===== src/iefs_defs.svh =====
// Purpose: Constants of the intermittent earth-fault stage
// Assumes: 25 MHz clk, one processing step per 5 ms time base
// Notes:   Offsets are byte addresses on the plain register port
// How it works
// (RL1) Mode On/Blocked/Test/TestBlocked/Off, default On
// (RL2) Forcing overrides outputs, five codes, default normal
// (RL3) Current channel select, code one default
// (RL4) Voltage and current spike thresholds with defaults
// (RL5) Compare thresholds with buffer maxima every cycle
// (RL6) Start needs no blocking, both thresholds exceeded
// (RL7) Read-only condition code zero to four
// (RL8) Report voltage channel, zero when none
// (RL9) Time remaining to trip, 5 ms steps
// (RL10) Expected operating time readable, 5 ms steps
// (RL11) Spikes remaining to trip, 32-bit count
// (RL12) Blocking input sampled before pick-up evaluation
// (RL13) Unblocked pick-up raises start, runs timing
// (RL14) Blocked pick-up raises blocked, nothing more
// (RL15) Blocking drops start, release timing continues
// (RL16) Blocking source leads operate delay by 5 ms
// (RL17) Blocking emits display and stamped event
// (RL18) Definite time trip while pick-up stays
// (RL19) Forward release timer restarts per forward spike
// (RL20) Reverse release timer restarts per reverse spike
// (RL21) Operating timer runs during forward start
// (RL22) Trip only when spike count exceeds setting
// (RL23) Inputs are circular sample buffers, 5 ms
// (RL24) Off clears all; blocked modes assert blocked
`ifndef IEFS_DEFS_SVH
`define IEFS_DEFS_SVH

// Timing
`define IEFS_CLK_NS       40
`define IEFS_TBASE_NS     5000000
`define IEFS_TBASE_CYC    (`IEFS_TBASE_NS / `IEFS_CLK_NS)
`define IEFS_TW           20
`define IEFS_BUF_DEPTH    8

// Register offsets
`define IEFS_OFS_MODE     8'h00
`define IEFS_OFS_FORCE    8'h04
`define IEFS_OFS_CHSEL    8'h08
`define IEFS_OFS_UTHR     8'h0c
`define IEFS_OFS_ITHR     8'h10
`define IEFS_OFS_FWDREL   8'h14
`define IEFS_OFS_REVREL   8'h18
`define IEFS_OFS_OPDLY    8'h1c
`define IEFS_OFS_SPKSET   8'h20
`define IEFS_OFS_STATUS   8'h24
`define IEFS_OFS_TREM     8'h28
`define IEFS_OFS_EXPOP    8'h2c
`define IEFS_OFS_SPKREM   8'h30
`define IEFS_OFS_SPKCNT   8'h34

// Field positions
`define IEFS_FRC_EN_BIT   0
`define IEFS_FRC_CODE_LO  4
`define IEFS_ISEL_LO      0
`define IEFS_USEL_LO      4

// Reset values
`define IEFS_RST_MODE     3'h1
`define IEFS_RST_ISEL     2'h1
`define IEFS_RST_USEL     2'h1
`define IEFS_RST_UTHR     16'h1f40
`define IEFS_RST_ITHR     16'h0032
`define IEFS_RST_FWDREL   20'h0003c
`define IEFS_RST_REVREL   20'h0003c
`define IEFS_RST_OPDLY    20'h00064
`define IEFS_RST_SPKSET   8'h02

`endif


===== src/iefs_pkg.sv =====
// Purpose: Types shared by the earth-fault stage files
// Assumes: iefs_defs.svh gives the widths
// Notes:   Codes match the documented setting values
`include "iefs_defs.svh"
package iefs_pkg;
  typedef enum logic [2:0] {
    MODE_ON = 3'h1, MODE_BLOCKED = 3'h2, MODE_TEST = 3'h3, MODE_TEST_BLK = 3'h4, MODE_OFF = 3'h5
  } iefs_mode_e;
  typedef enum logic [2:0] {
    FRC_NORMAL = 3'h0, FRC_BLOCKED = 3'h1, FRC_FWD = 3'h2, FRC_REV = 3'h3, FRC_TRIP = 3'h4
  } iefs_force_e;
  typedef enum logic [2:0] {
    COND_NORMAL = 3'h0, COND_FWD = 3'h1, COND_REV = 3'h2, COND_TRIP = 3'h3, COND_BLOCKED = 3'h4
  } iefs_cond_e;
  typedef logic [`IEFS_TW-1:0] iefs_time_t;
  typedef struct packed {
    logic signed [15:0] u0;
    logic signed [15:0] i01;
    logic signed [15:0] i02;
  } iefs_sample_s;
  typedef struct packed {
    logic [15:0] u0_peak;
    logic [15:0] i0_peak;
    logic        fault_fwd;
  } iefs_event_s;
endpackage : iefs_pkg


===== src/iefs_stage.sv =====
// Purpose: Intermittent earth-fault stage with register port
// Assumes: Samples synchronous to clk; blocking input is a level
// Notes:   One evaluation per 5 ms program cycle, one clock after the tick
`include "iefs_defs.svh"
module iefs_stage #(
  parameter int TICK_CYC = `IEFS_TBASE_CYC
) (
  input  wire logic                  clk,
  input  wire logic                  sys_rst,
  input  wire logic [7:0]            reg_addr,
  input  wire logic [31:0]           reg_wdata,
  input  wire logic                  reg_wr,
  input  wire logic                  reg_rd,
  output logic      [31:0]           reg_rdata,
  input  wire logic                  smp_valid,
  input  wire iefs_pkg::iefs_sample_s smp,
  input  wire logic                  blk_in,
  output logic                       forward_start,
  output logic                       reverse_start,
  output logic                       trip,
  output logic                       blocked,
  output logic                       display_event,
  output logic                       blk_event,
  output iefs_pkg::iefs_event_s      blk_event_data
);
  localparam int TCW = $clog2(TICK_CYC + 1);

  // Settings
  iefs_pkg::iefs_mode_e  mode_r, mode_nxt;
  iefs_pkg::iefs_force_e fcode_r, fcode_nxt;
  logic                  fen_r, fen_nxt;
  logic [1:0]            isel_r, isel_nxt, usel_r, usel_nxt;
  logic [15:0]           uthr_r, uthr_nxt, ithr_r, ithr_nxt;
  iefs_pkg::iefs_time_t  fwdrel_r, fwdrel_nxt, revrel_r, revrel_nxt, opdly_r, opdly_nxt;
  logic [7:0]            spkset_r, spkset_nxt;
  // Processing state
  logic [TCW-1:0]        tick_cnt_r, tick_cnt_nxt;
  logic                  tick, eval_r;
  logic                  blk_smp_r, blk_smp_nxt;
  logic                  fwd_r, fwd_nxt, rev_r, rev_nxt, trip_r, trip_nxt, blk_r, blk_nxt;
  iefs_pkg::iefs_time_t  op_cnt_r, op_cnt_nxt;
  logic [31:0]           spk_cnt_r, spk_cnt_nxt;
  // Outputs
  logic                  fwd_o_r, fwd_o_nxt, rev_o_r, rev_o_nxt, trip_o_r, trip_o_nxt, blk_o_r, blk_o_nxt;
  iefs_pkg::iefs_cond_e  cond_r, cond_nxt;
  logic                  evt_r, evt_nxt;
  iefs_pkg::iefs_event_s evd_r, evd_nxt;
  logic [31:0]           rdata_r, rdata_nxt;
  // Derived
  logic                  off, mode_blk, blk_eff, pick, spike, dir_fwd, fwd_spike, rev_spike;
  logic                  fwd_run, fwd_exp, rev_exp, op_done;
  logic [15:0]           u_peak, i_peak;
  logic                  u_neg, i_neg;
  logic signed [15:0]    i_sel_smp;
  iefs_pkg::iefs_time_t  t_rem;
  logic [31:0]           spk_rem;
  logic [1:0]            u_rep;

  // (RL3) Residual current channel select
  assign i_sel_smp = (isel_r == 2'h2) ? smp.i02 : smp.i01;

  // (RL23) Sample buffers for voltage and current
  iefs_peak_buf u_ubuf (
    .clk      (clk),
    .sys_rst  (sys_rst),
    .clr      (off),
    .wr       (smp_valid),
    .din      (smp.u0),
    .peak     (u_peak),
    .peak_neg (u_neg)
  );
  iefs_peak_buf u_ibuf (
    .clk      (clk),
    .sys_rst  (sys_rst),
    .clr      (off),
    .wr       (smp_valid),
    .din      (i_sel_smp),
    .peak     (i_peak),
    .peak_neg (i_neg)
  );

  // (RL19) Forward release timer
  iefs_rel_timer u_fwd_tmr (
    .clk     (clk),
    .sys_rst (sys_rst),
    .clr     (off),
    .tick    (tick),
    .restart (fwd_spike),
    .len     (fwdrel_r),
    .running (fwd_run),
    .expire  (fwd_exp)
  );
  // (RL20) Reverse release timer
  iefs_rel_timer u_rev_tmr (
    .clk     (clk),
    .sys_rst (sys_rst),
    .clr     (off),
    .tick    (tick),
    .restart (rev_spike),
    .len     (revrel_r),
    .running (),
    .expire  (rev_exp)
  );

  // Mode decode and pick-up
  assign off      = (mode_r == iefs_pkg::MODE_OFF);
  assign mode_blk = (mode_r == iefs_pkg::MODE_BLOCKED) || (mode_r == iefs_pkg::MODE_TEST_BLK);
  assign blk_eff  = blk_smp_r || mode_blk;
  // (RL5) Peak to threshold ratio above one
  assign pick     = (u_peak > uthr_r) && (i_peak > ithr_r);
  // (RL6) Start only unblocked above both
  assign spike    = eval_r && pick && !blk_eff && !off;
  assign dir_fwd  = u_neg ^ i_neg;
  assign fwd_spike = spike && dir_fwd;
  assign rev_spike = spike && !dir_fwd;
  assign op_done  = (op_cnt_r >= opdly_r);
  assign tick     = (tick_cnt_r == TCW'(TICK_CYC - 1));

  // Program cycle, blocking sample and protection state
  always_comb begin
    tick_cnt_nxt = tick ? '0 : tick_cnt_r + 1'b1;
    // (RL12) Blocking latched before evaluation
    blk_smp_nxt = tick ? blk_in : blk_smp_r;
    fwd_nxt     = fwd_r;
    rev_nxt     = rev_r;
    trip_nxt    = trip_r;
    blk_nxt     = blk_r;
    op_cnt_nxt  = op_cnt_r;
    spk_cnt_nxt = spk_cnt_r;
    // (RL21) Operating timer during forward start
    if (tick && fwd_run && fwd_r && !op_done) begin
      op_cnt_nxt = op_cnt_r + 1'b1;
    end
    // (RL13) Unblocked spike raises start
    if (fwd_spike) begin
      fwd_nxt = 1'b1;
      if (spk_cnt_r != 32'hffffffff) begin
        spk_cnt_nxt = spk_cnt_r + 32'h1;
      end
    end
    if (rev_spike) begin
      rev_nxt = 1'b1;
    end
    // (RL18) Definite time trip
    // (RL22) Spike count must exceed setting
    if (eval_r && fwd_r && !blk_eff && op_done && (spk_cnt_r > {24'h0, spkset_r})) begin
      trip_nxt = 1'b1;
    end
    // (RL14) Blocked pick-up only flags blocked
    if (eval_r) begin
      blk_nxt = blk_smp_r && (pick || blk_r);
    end
    // (RL15) Blocking drops start, timers run on
    if (eval_r && blk_eff) begin
      fwd_nxt  = 1'b0;
      rev_nxt  = 1'b0;
      trip_nxt = 1'b0;
    end
    // (RL19) Forward expiry releases stage
    if (fwd_exp) begin
      fwd_nxt     = 1'b0;
      trip_nxt    = 1'b0;
      op_cnt_nxt  = '0;
      spk_cnt_nxt = 32'h0;
    end
    // (RL20) Reverse expiry
    if (rev_exp) begin
      rev_nxt = 1'b0;
    end
    // (RL24) Blocked modes and Off
    if (mode_blk) begin
      blk_nxt = 1'b1;
    end
    if (off) begin
      fwd_nxt     = 1'b0;
      rev_nxt     = 1'b0;
      trip_nxt    = 1'b0;
      blk_nxt     = 1'b0;
      op_cnt_nxt  = '0;
      spk_cnt_nxt = 32'h0;
    end
  end

  always_ff @(posedge clk) begin
    if (sys_rst) begin
      tick_cnt_r <= '0;
      eval_r     <= 1'b0;
      blk_smp_r  <= 1'b0;
      fwd_r      <= 1'b0;
      rev_r      <= 1'b0;
      trip_r     <= 1'b0;
      blk_r      <= 1'b0;
      op_cnt_r   <= '0;
      spk_cnt_r  <= 32'h0;
    end else begin
      tick_cnt_r <= tick_cnt_nxt;
      eval_r     <= tick;
      blk_smp_r  <= blk_smp_nxt;
      fwd_r      <= fwd_nxt;
      rev_r      <= rev_nxt;
      trip_r     <= trip_nxt;
      blk_r      <= blk_nxt;
      op_cnt_r   <= op_cnt_nxt;
      spk_cnt_r  <= spk_cnt_nxt;
    end
  end

  // Readback values
  // (RL9) Time left while counting
  assign t_rem   = fwd_r ? (op_done ? '0 : opdly_r - op_cnt_r) : '0;
  // (RL11) Spikes still needed
  assign spk_rem = (spk_cnt_r <= {24'h0, spkset_r}) ? ({24'h0, spkset_r} + 32'h1 - spk_cnt_r) : 32'h0;
  // (RL8) Zero when no voltage channel
  assign u_rep   = (usel_r == 2'h1 || usel_r == 2'h2) ? usel_r : 2'h0;

  // Output stage with forcing and events
  always_comb begin
    fwd_o_nxt  = fwd_r;
    rev_o_nxt  = rev_r;
    trip_o_nxt = trip_r;
    blk_o_nxt  = blk_r;
    // (RL2) Forced status overrides outputs
    if (fen_r) begin
      fwd_o_nxt  = (fcode_r == iefs_pkg::FRC_FWD);
      rev_o_nxt  = (fcode_r == iefs_pkg::FRC_REV);
      trip_o_nxt = (fcode_r == iefs_pkg::FRC_TRIP);
      blk_o_nxt  = (fcode_r == iefs_pkg::FRC_BLOCKED);
    end
    // (RL7) Condition code
    if (trip_o_nxt) begin
      cond_nxt = iefs_pkg::COND_TRIP;
    end else if (fwd_o_nxt) begin
      cond_nxt = iefs_pkg::COND_FWD;
    end else if (rev_o_nxt) begin
      cond_nxt = iefs_pkg::COND_REV;
    end else if (blk_o_nxt) begin
      cond_nxt = iefs_pkg::COND_BLOCKED;
    end else begin
      cond_nxt = iefs_pkg::COND_NORMAL;
    end
    // (RL17) Event with startup values on blocking
    evt_nxt = blk_nxt && !blk_r;
    evd_nxt = evt_nxt ? '{u0_peak: u_peak, i0_peak: i_peak, fault_fwd: dir_fwd} : evd_r;
  end

  always_ff @(posedge clk) begin
    if (sys_rst) begin
      fwd_o_r  <= 1'b0;
      rev_o_r  <= 1'b0;
      trip_o_r <= 1'b0;
      blk_o_r  <= 1'b0;
      cond_r   <= iefs_pkg::COND_NORMAL;
      evt_r    <= 1'b0;
      evd_r    <= '0;
    end else begin
      fwd_o_r  <= fwd_o_nxt;
      rev_o_r  <= rev_o_nxt;
      trip_o_r <= trip_o_nxt;
      blk_o_r  <= blk_o_nxt;
      cond_r   <= cond_nxt;
      evt_r    <= evt_nxt;
      evd_r    <= evd_nxt;
    end
  end

  // Register writes and read mux
  always_comb begin
    mode_nxt   = mode_r;
    fen_nxt    = fen_r;
    fcode_nxt  = fcode_r;
    isel_nxt   = isel_r;
    usel_nxt   = usel_r;
    uthr_nxt   = uthr_r;
    ithr_nxt   = ithr_r;
    fwdrel_nxt = fwdrel_r;
    revrel_nxt = revrel_r;
    opdly_nxt  = opdly_r;
    spkset_nxt = spkset_r;
    if (reg_wr) begin
      case (reg_addr)
        // (RL1) Only codes one to five taken
        `IEFS_OFS_MODE: if (reg_wdata[2:0] >= 3'h1 && reg_wdata[2:0] <= 3'h5) begin
          mode_nxt = iefs_pkg::iefs_mode_e'(reg_wdata[2:0]);
        end
        `IEFS_OFS_FORCE: begin
          fen_nxt = reg_wdata[`IEFS_FRC_EN_BIT];
          if (reg_wdata[`IEFS_FRC_CODE_LO +: 3] <= 3'h4) begin
            fcode_nxt = iefs_pkg::iefs_force_e'(reg_wdata[`IEFS_FRC_CODE_LO +: 3]);
          end
        end
        `IEFS_OFS_CHSEL: begin
          if (reg_wdata[`IEFS_ISEL_LO +: 2] == 2'h1 || reg_wdata[`IEFS_ISEL_LO +: 2] == 2'h2) begin
            isel_nxt = reg_wdata[`IEFS_ISEL_LO +: 2];
          end
          usel_nxt = reg_wdata[`IEFS_USEL_LO +: 2];
        end
        // (RL4) Spike thresholds
        `IEFS_OFS_UTHR:   uthr_nxt   = reg_wdata[15:0];
        `IEFS_OFS_ITHR:   ithr_nxt   = reg_wdata[15:0];
        `IEFS_OFS_FWDREL: fwdrel_nxt = reg_wdata[`IEFS_TW-1:0];
        `IEFS_OFS_REVREL: revrel_nxt = reg_wdata[`IEFS_TW-1:0];
        `IEFS_OFS_OPDLY:  opdly_nxt  = reg_wdata[`IEFS_TW-1:0];
        `IEFS_OFS_SPKSET: spkset_nxt = reg_wdata[7:0];
        default: ;
      endcase
    end
    rdata_nxt = 32'h0;
    if (reg_rd) begin
      case (reg_addr)
        `IEFS_OFS_MODE:   rdata_nxt = {29'h0, mode_r};
        `IEFS_OFS_FORCE:  rdata_nxt = {25'h0, fcode_r, 3'h0, fen_r};
        `IEFS_OFS_CHSEL:  rdata_nxt = {26'h0, usel_r, 2'h0, isel_r};
        `IEFS_OFS_UTHR:   rdata_nxt = {16'h0, uthr_r};
        `IEFS_OFS_ITHR:   rdata_nxt = {16'h0, ithr_r};
        `IEFS_OFS_FWDREL: rdata_nxt = {12'h0, fwdrel_r};
        `IEFS_OFS_REVREL: rdata_nxt = {12'h0, revrel_r};
        `IEFS_OFS_OPDLY:  rdata_nxt = {12'h0, opdly_r};
        `IEFS_OFS_SPKSET: rdata_nxt = {24'h0, spkset_r};
        `IEFS_OFS_STATUS: rdata_nxt = {20'h0, pick, blk_smp_r, u_rep, blk_o_r, trip_o_r, rev_o_r, fwd_o_r,
                                       1'b0, cond_r};
        `IEFS_OFS_TREM:   rdata_nxt = {12'h0, t_rem};
        // (RL10) Expected operating time
        `IEFS_OFS_EXPOP:  rdata_nxt = {12'h0, opdly_r};
        `IEFS_OFS_SPKREM: rdata_nxt = spk_rem;
        `IEFS_OFS_SPKCNT: rdata_nxt = spk_cnt_r;
        default:          rdata_nxt = 32'h0;
      endcase
    end
  end

  always_ff @(posedge clk) begin
    if (sys_rst) begin
      mode_r   <= iefs_pkg::iefs_mode_e'(`IEFS_RST_MODE);
      fen_r    <= 1'b0;
      fcode_r  <= iefs_pkg::FRC_NORMAL;
      isel_r   <= `IEFS_RST_ISEL;
      usel_r   <= `IEFS_RST_USEL;
      uthr_r   <= `IEFS_RST_UTHR;
      ithr_r   <= `IEFS_RST_ITHR;
      fwdrel_r <= `IEFS_RST_FWDREL;
      revrel_r <= `IEFS_RST_REVREL;
      opdly_r  <= `IEFS_RST_OPDLY;
      spkset_r <= `IEFS_RST_SPKSET;
      rdata_r  <= 32'h0;
    end else begin
      mode_r   <= mode_nxt;
      fen_r    <= fen_nxt;
      fcode_r  <= fcode_nxt;
      isel_r   <= isel_nxt;
      usel_r   <= usel_nxt;
      uthr_r   <= uthr_nxt;
      ithr_r   <= ithr_nxt;
      fwdrel_r <= fwdrel_nxt;
      revrel_r <= revrel_nxt;
      opdly_r  <= opdly_nxt;
      spkset_r <= spkset_nxt;
      rdata_r  <= rdata_nxt;
    end
  end

  assign reg_rdata      = rdata_r;
  assign forward_start  = fwd_o_r;
  assign reverse_start  = rev_o_r;
  assign trip           = trip_o_r;
  assign blocked        = blk_o_r;
  assign display_event  = evt_r;
  assign blk_event      = evt_r;
  assign blk_event_data = evd_r;
endmodule // iefs_stage


===== src/iefs_peak_buf.sv =====
// Purpose: Circular sample buffer with registered peak magnitude
// Assumes: wr pulses once per new per-unit sample
// Notes:   Peak sign shows the polarity of the largest sample
`include "iefs_defs.svh"
module iefs_peak_buf #(
  parameter int DEPTH = `IEFS_BUF_DEPTH
) (
  input  wire logic               clk,
  input  wire logic               sys_rst,
  input  wire logic               clr,
  input  wire logic               wr,
  input  wire logic signed [15:0] din,
  output logic             [15:0] peak,
  output logic                    peak_neg
);
  localparam int IW = $clog2(DEPTH);
  logic signed [15:0] mem_r   [DEPTH];
  logic signed [15:0] mem_nxt [DEPTH];
  logic [IW-1:0]      idx_r, idx_nxt;
  logic [15:0]        peak_r, peak_nxt;
  logic               neg_r, neg_nxt;

  function automatic logic [15:0] mag(input logic signed [15:0] x);
    mag = x[15] ? 16'(-x) : 16'(x);
  endfunction

  // (RL23) Circular write and maximum search
  always_comb begin
    mem_nxt  = mem_r;
    idx_nxt  = idx_r;
    peak_nxt = 16'h0000;
    neg_nxt  = 1'b0;
    for (int k = 0; k < DEPTH; k++) begin
      if (mag(mem_r[k]) > peak_nxt) begin
        peak_nxt = mag(mem_r[k]);
        neg_nxt  = mem_r[k][15];
      end
    end
    if (clr) begin
      for (int k = 0; k < DEPTH; k++) begin
        mem_nxt[k] = 16'sh0000;
      end
      idx_nxt = '0;
    end else if (wr) begin
      mem_nxt[idx_r] = din;
      idx_nxt = (idx_r == IW'(DEPTH - 1)) ? '0 : idx_r + 1'b1;
    end
  end

  // Registers
  always_ff @(posedge clk) begin
    if (sys_rst) begin
      for (int k = 0; k < DEPTH; k++) begin
        mem_r[k] <= 16'sh0000;
      end
      idx_r  <= '0;
      peak_r <= 16'h0000;
      neg_r  <= 1'b0;
    end else begin
      mem_r  <= mem_nxt;
      idx_r  <= idx_nxt;
      peak_r <= peak_nxt;
      neg_r  <= neg_nxt;
    end
  end

  assign peak     = peak_r;
  assign peak_neg = neg_r;
endmodule // iefs_peak_buf


===== src/iefs_rel_timer.sv =====
// Purpose: Restartable down-counting release timer in time-base ticks
// Assumes: tick pulses once per 5 ms
// Notes:   expire is a one-cycle pulse on the last tick
`include "iefs_defs.svh"
module iefs_rel_timer (
  input  wire logic              clk,
  input  wire logic              sys_rst,
  input  wire logic              clr,
  input  wire logic              tick,
  input  wire logic              restart,
  input  wire iefs_pkg::iefs_time_t len,
  output logic                   running,
  output logic                   expire
);
  iefs_pkg::iefs_time_t cnt_r, cnt_nxt;

  // Reload on spike, count down on tick
  always_comb begin
    cnt_nxt = cnt_r;
    if (clr) begin
      cnt_nxt = '0;
    end else if (restart) begin
      cnt_nxt = len;
    end else if (tick && cnt_r != '0) begin
      cnt_nxt = cnt_r - 1'b1;
    end
  end

  always_ff @(posedge clk) begin
    if (sys_rst) begin
      cnt_r <= '0;
    end else begin
      cnt_r <= cnt_nxt;
    end
  end

  assign running = (cnt_r != '0);
  assign expire  = tick && !clr && !restart && (cnt_r == iefs_pkg::iefs_time_t'(1));
endmodule // iefs_rel_timer


===== config.mk =====
export PLATFORM = sky130hd
export DESIGN_NAME = iefs_stage
export DESIGN_NICKNAME = d
export VERILOG_FILES = /design/src/iefs_pkg.sv /design/src/iefs_stage.sv /design/src/iefs_peak_buf.sv /design/src/iefs_rel_timer.sv
export VERILOG_INCLUDE_DIRS = /design/src
export SDC_FILE = /design/constraint.sdc
export NUM_CORES = 2
export LEC_CHECK = 0
export BUFFER_PORTS_ARGS = -buffer_cell sky130_fd_sc_hd__buf_2
export CORE_UTILIZATION = 33
export DETAILED_ROUTE_END_ITERATION = 16
export PLACE_DENSITY = 0.57
export RECOVER_POWER = 25
export SLEW_MARGIN = 20
export SYNTH_ARGS = -nofsm -noshare
export SYNTH_HDL_FRONTEND = slang
export SYNTH_HIERARCHICAL = 1
export SYNTH_SLANG_ARGS = --single-unit

===== constraint.sdc =====
create_clock -name clk -period 29.4 [get_ports clk]
set_input_delay 1.47 -clock clk [delete_from_list [all_inputs] [get_ports clk]]
set_output_delay 1.47 -clock clk [all_outputs]
set_load 0.05 [all_outputs]

; Word level (Yosys, flattened, before mapping)
; Cells that the tools add are included.
[totals]
register_bits = 595
latch_bits = 0
ramBits = 0
mem_bits_ro = 0
input_bits = 94
output_inout_bits = 71
elab_cells = 283
n_memories = 0
[op_classes]
addsub = 26
n_mul = 0
n_div = 0
n_lt_le_gt_ge = 28
n_eq_ne = 31
shifts = 0
muxes = 77
bitwise_logic = 4
reduce_logical = 62
[ops]
columns = op, n
row1 = 16-bit two-way mux, 35
row2 = 32-bit case mux with 13 select lines, 1
row3 = 128-bit bitwise mux, 2
row4 = 16-bit greater-than comparator, 16
row5 = 16-bit negator, 16
row6 = 20-bit two-way mux, 6
row7 = 16-bit demux with 3-bit select, 2
row8 = "8-bit by 6-bit == test with 1-bit output, second input constant", 6
row9 = "20-bit by 1-bit == test with 1-bit output, second input constant", 2
row10 = 20-bit nonzero test, 2
row11 = "20-bit by 1-bit subtractor with 20-bit output, second input constant", 2
row12 = "32-bit by 1-bit adder with 32-bit output, second input constant", 1
row13 = "8-bit by 5-bit == test with 1-bit output, second input constant", 4
row14 = "16-bit by 1-bit greater-than comparator with 1-bit output, second input constant", 2
row15 = 32-bit by 8-bit greater-than comparator with 1-bit output, 1
row16 = 32-bit by 8-bit <= comparator with 1-bit output, 1
row17 = 32-bit two-way mux, 1
row18 = "32-bit inequality test, second input constant", 1
row19 = 9-bit by 32-bit subtractor with 32-bit output, 1
row20 = 1-bit logical AND, 25
row21 = 1-bit two-way mux, 23
row22 = "20-bit by 1-bit adder with 20-bit output, second input constant", 1
row23 = 20-bit greater-or-equal comparator, 1
row24 = 20-bit subtractor, 1
row25 = other kinds (29), 75

; Logic depth before layout (Yosys ltp)
[logic_depth]
ltp_word = 18
mapped_depth = 108
mapped_depth_nobuf = 103

; Cells and area by module
; Netlist, hierarchy kept.
[modules_own_cells]
columns = mod, instances, cells_each, area_per_inst_um2, seq_area_each_um2
row1 = iefs_stage, 1, 1700, 13764.5, 5185.0
row2 = iefs_peak_buf (u_ibuf), 1, 1644, 12429.4, 2962.8
row3 = iefs_peak_buf (u_ubuf), 1, 1681, 12414.4, 2962.8
row4 = iefs_rel_timer, 2, 146, 1219.9, 400.4

; Worst setup path after synthesis
; Ideal clock, no wire load.
[synth_path]
path_type = register -> register
start = register u_ubuf/mem_r[98] in the netlist's numbering
end = register u_ubuf.peak_r[0] (netlist: u_ubuf/peak[0])
setup_ns = 0.122
t_arrival_ns = 18.349
required_ns = 29.278
slack_ns = 10.929
path_stages_with_launch = 93
path_buffers = 10
path_cell_list = dfxtp_1 nor3_1 nand3_1 or3_1 or3_1 o31ai_1 xor2_1 inv_1 ha_1 nand4_1 nor4_1 a21bo_2 a41oi_1 clkbuf_1 clkbuf_1 mux2_2 ha_1 a21o_1 [... 57 more ...] a21oi_1 nor2b_1 o21ai_0 nand2b_1 a221oi_1 o41ai_2 and3_1 buf_6 buf_6 nand2_2 o21ai_1 ha_1 nand4_1 or2_2 o41ai_1 clkbuf_1 nor3_1 a311o_1
[synth_between]
elab_chain_cells = 16
[synth_lines]
columns = element, line_no
row1 = start: declaration, iefs_peak_buf.sv:17  ; logic signed [15:0] mem_r [DEPTH];
row2 = start signal: assignment, iefs_peak_buf.sv:60  ; mem_r <= mem_nxt;
row3 = 16-bit negator, iefs_peak_buf.sv:24  ; mag = x[15] ? 16'(-x) : 16'(x);
row4 = 16-bit two-way mux *, iefs_peak_buf.sv:24
row5 = 16-bit greater-than comparator, iefs_peak_buf.sv:34  ; if (mag(mem_r[k]) > peak_nxt) begin
row6 = 16-bit two-way mux *, iefs_peak_buf.sv:34
row7 = 16-bit greater-than comparator, iefs_peak_buf.sv:34
row8 = 16-bit two-way mux *, iefs_peak_buf.sv:34
row9 = 16-bit greater-than comparator, iefs_peak_buf.sv:34
row10 = 16-bit two-way mux *, iefs_peak_buf.sv:34
row11 = 16-bit greater-than comparator, iefs_peak_buf.sv:34
row12 = 16-bit two-way mux *, iefs_peak_buf.sv:34
row13 = 16-bit greater-than comparator, iefs_peak_buf.sv:34
row14 = 16-bit two-way mux *, iefs_peak_buf.sv:34
row15 = 16-bit greater-than comparator, iefs_peak_buf.sv:34
row16 = 16-bit two-way mux *, iefs_peak_buf.sv:34
row17 = 16-bit greater-than comparator, iefs_peak_buf.sv:34
row18 = 16-bit two-way mux *, iefs_peak_buf.sv:34
row19 = end signal: assignment, iefs_peak_buf.sv:62  ; peak_r <= peak_nxt;
row20 = end: declaration, iefs_peak_buf.sv:20  ; logic [15:0] peak_r, peak_nxt;
; Every way passes the cells marked *; elsewhere a longest branch is shown, timed or not.
; A chain may end at the register's enable or synchronous reset.

; Worst setup path after layout
[layout_path]
start = register u_ubuf/mem_r[98] in the netlist's numbering
end = register u_ubuf.neg_r (netlist: u_ubuf/peak_neg)
[layout_between]
elab_chain_cells = 16
word_cells_on_any_way = 22
cone_classes = add/sub: 1 / order compare: 7 / mux: 14
[layout_lines]
columns = element, line_no
row1 = 16-bit negator, iefs_peak_buf.sv:24
row2 = 16-bit two-way mux *, iefs_peak_buf.sv:24
row3 = 16-bit greater-than comparator, iefs_peak_buf.sv:34
row4 = 16-bit two-way mux, iefs_peak_buf.sv:34
row5 = 16-bit greater-than comparator, iefs_peak_buf.sv:34
row6 = 16-bit two-way mux, iefs_peak_buf.sv:34
row7 = 16-bit greater-than comparator, iefs_peak_buf.sv:34
row8 = 16-bit two-way mux, iefs_peak_buf.sv:34
row9 = 16-bit greater-than comparator, iefs_peak_buf.sv:34
row10 = 16-bit two-way mux, iefs_peak_buf.sv:34
row11 = 16-bit greater-than comparator, iefs_peak_buf.sv:34
row12 = 16-bit two-way mux, iefs_peak_buf.sv:34
row13 = 16-bit greater-than comparator, iefs_peak_buf.sv:34
row14 = 16-bit two-way mux, iefs_peak_buf.sv:34
row15 = 16-bit greater-than comparator, iefs_peak_buf.sv:34
row16 = 1-bit two-way mux *, iefs_peak_buf.sv:34
row17 = end signal: assignment, iefs_peak_buf.sv:63  ; neg_r <= neg_nxt;
row18 = end: declaration, iefs_peak_buf.sv:21  ; logic neg_r, neg_nxt;
; Marks and branches as above.

==> flow_metrics.tcl <==
set metrics [dict create \
    initial_utilization_pct 33.24 \
    required_ns 29.93 \
    post_cts_buffers 0 \
    finalNetCount 5682 \
    wl_per_cell_um 19.57 \
    startpoint_type "flip-flop" \
    area_growth_pct 10.12 \
    status "complete, but fails checks" \
    cp_num_cells 85 \
    maxSlewHeadroom_pct -133.0 \
    grt_pass1_vias 34780 \
    first_pass_iters 13 \
    final_hold_viol_count 0 \
    clk_path_buf_depth 3 \
    critPathMaxFanout 29 \
    cts_tree "yes" \
    avgSynthCellArea_um2 7.721 \
    io_buffers 152 \
    drt-total-wl_um 136400 \
    reg2reg_setup_slack_ns 8.19 \
    worst_pin_slew_ns 3.495 \
    setup.worst_path.start "u_ubuf/mem_r[98]$_SDFFE_PP0P_" \
    grt_overflow 0 \
    core-area_um2 123500 \
    syn_area_um2 41040 \
    ys_warn_count 6 \
    cts_resized 0 \
    hp-start "tick_cnt_r[0]$_SDFF_PP0_" \
    end_kind "flip-flop" \
    final_core_util_pct 36.61 \
    die_width_um 354.7 \
    fin_skew_ns 0.04824 \
    path_class "reg -> reg" \
    max-vdd-ir-drop_uv 59.49 \
    power-per-cell-area_nw_per_um2 66.51 \
    fin_crit_ns 21.21 \
    num_io_pins 165 \
    clkSinkCount 595 \
    final_layout_size_suffix_gt1_share_pct 8.673 \
    leakage_nw 17.67 \
    n_fill_cell 13020 \
    crit_buf_inv 8 \
    r2r-end "u_ubuf/peak_neg$_SDFF_PP0_" \
    min_to "tick_cnt_r[0]$_SDFF_PP0_" \
    finalCritPeriodShare_pct 72.16 \
    routed-via-count 38110 \
    root_buffer "clkbuf_16" \
    slowest_delay_ns 0.78 \
    cp.arrival_ns 21.75 \
    cts-hold-fix-buffers 0 \
    finalSetupViolations 0 \
    grt_max_degree 82 \
    rr_worst_depth 85 \
    row_count 129 \
    r2r_start "u_ubuf/mem_r[98]$_SDFFE_PP0P_" \
    cpMostUsedCell "a21o_1" \
    cp_slowest_cell "a21boi_2" \
    insertion_delay_ns 0.69 \
    maxSlewViolCount 312 \
    ant_nets 0 \
    maxCapViolations 5 \
    vias_per_cell 5.468 \
    critPathTopFamily "compound AO/OA/AOI/OAI gates" \
    syn_nets 5724 \
    drt_iter0_drc 3478 \
    die_area_um2 125800 \
    tns_ns 0 \
    holdPathStages 1 \
    hold_path.class "reg -> reg" \
    cts_buffers 70 \
    grtUsageTotal_pct 20.99 \
    dp_hpwl_um 102200 \
    rsz0062_at_grt "false" \
    clock.fmax_ghz 0.04714 \
    htree_levels 3 \
    antenna_found_initial 16 \
    die_h_um 354.7 \
    drc 0 \
    path_clk_slew_ns 0.06 \
    synthCells 5316 \
    violations "max-capacitance violations, max-slew violations" \
    place.gp.congestion 0.9417 \
    grt_pass1_wl_um 207200 \
]
## how the worst max path moves through the flow
stage	endpoint	slack (ns)
2_1_floorplan	u_ubuf/peak[0]$_SDFF_PP0_	10.93
6_report	u_ubuf/peak_neg$_SDFF_PP0_	8.19
3_5_place_dp	u_ubuf/peak_neg$_SDFF_PP0_	8.43
5_1_grt	u_ubuf/peak_neg$_SDFF_PP0_	6.56
4_1_cts	u_ubuf/peak_neg$_SDFF_PP0_	8.37
3_3_place_gp	u_ubuf/peak_neg$_SDFF_PP0_	8.49
## power breakdown
| part | leakage (nW) | switching, mW | internal, mW |
|---|---|---|---|
| sequential | 4.80 | 0.0228 | 0.827 |
| clock | 1.21 | 0.387 | 0.559 |
| combinational | 11.7 | 0.752 | 0.458 |
## layer usage
metal | global-route usage (%) | share of wire (%)
met5 | 0 | 0.0095
met4 | 5.069 | 2.4
met3 | 3.589 | 6.7
met2 | 33.96 | 45
met1 | 28.81 | 46
## layout by cell type, fill, tap and decap left out, types with 23 or more instances in the layout
master,n
mux2i_1,106
o21ai_0,207
nor4_1,40
xor2_1,118
nor2b_1,49
a21oi_1,580
nand3_1,143
a222oi_1,26
nand4_1,90
nand2_1,994
nor3_1,85
a21o_1,72
or3_1,63
or4_1,37
o41ai_1,23
o21a_1,25
inv_1,246
and3_1,36
clkbuf_1,43
buf_2,118
a211oi_1,44
o211ai_1,38
xnor2_1,180
o31ai_1,82
nand3b_1,38
clkbuf_16,71
buf_4,30
nor2_1,277
nand2b_1,59
mux2_2,65
dfxtp_1,595
ha_1,312
## worst register-to-register path: cells and delay by family (launching register included)
family	cells	cell delay, ns
buffers and inverters	8	1.73
AND/OR/NAND/NOR	29	6.42
flip-flops	1	0.35
adder cells (fa/ha/maj)	7	2.13
XOR/XNOR	1	0.22
multiplexers	2	0.80
AO/OA/AOI/OAI	38	9.48
## sequential cells by signal (all words and copies together) (netlist names), 17 cells and up
signal           flops
spk_cnt_r           32
reg_rdata           32
u_fwd_tmr/cnt_r     20
fwdrel_r            20
u_ibuf/mem_r       128
opdly_r             20
blk_event_data      33
u_rev_tmr/cnt_r     20
op_cnt_r            20
u_ubuf/mem_r       128
tick_cnt_r          17
revrel_r            20
## cell type report
type                       count  area (µm²)  area share, %
inverter                     249       935.9          2.071
clock inverter                31       442.9         0.9799
antenna                        5       12.51        0.02768
timing repair buffer         184       950.9          2.104
clock buffer                  94        2023          4.476
sequential                   595       11910          26.35
multi-input combinational   4174       26870          59.46
tap                         1637        2048          4.531
## through the flow
step                cell area, µm²  cells  worst slack [ns]  power [mW]  hold slack, ns
finish                       45200   6969             8.185       3.006          0.4518
global route                 45190   6964             6.555       3.191          0.4830
CTS                          45200   6964             8.367       3.009          0.4499
detailed placement           42740   6839             8.428       2.055          0.4404
global placement             42730   6839             8.494       2.046          0.4299
floorplan                    41040   5316             10.93       1.767          0.4175
Note: power is estimated with default switching activity, not from simulation.
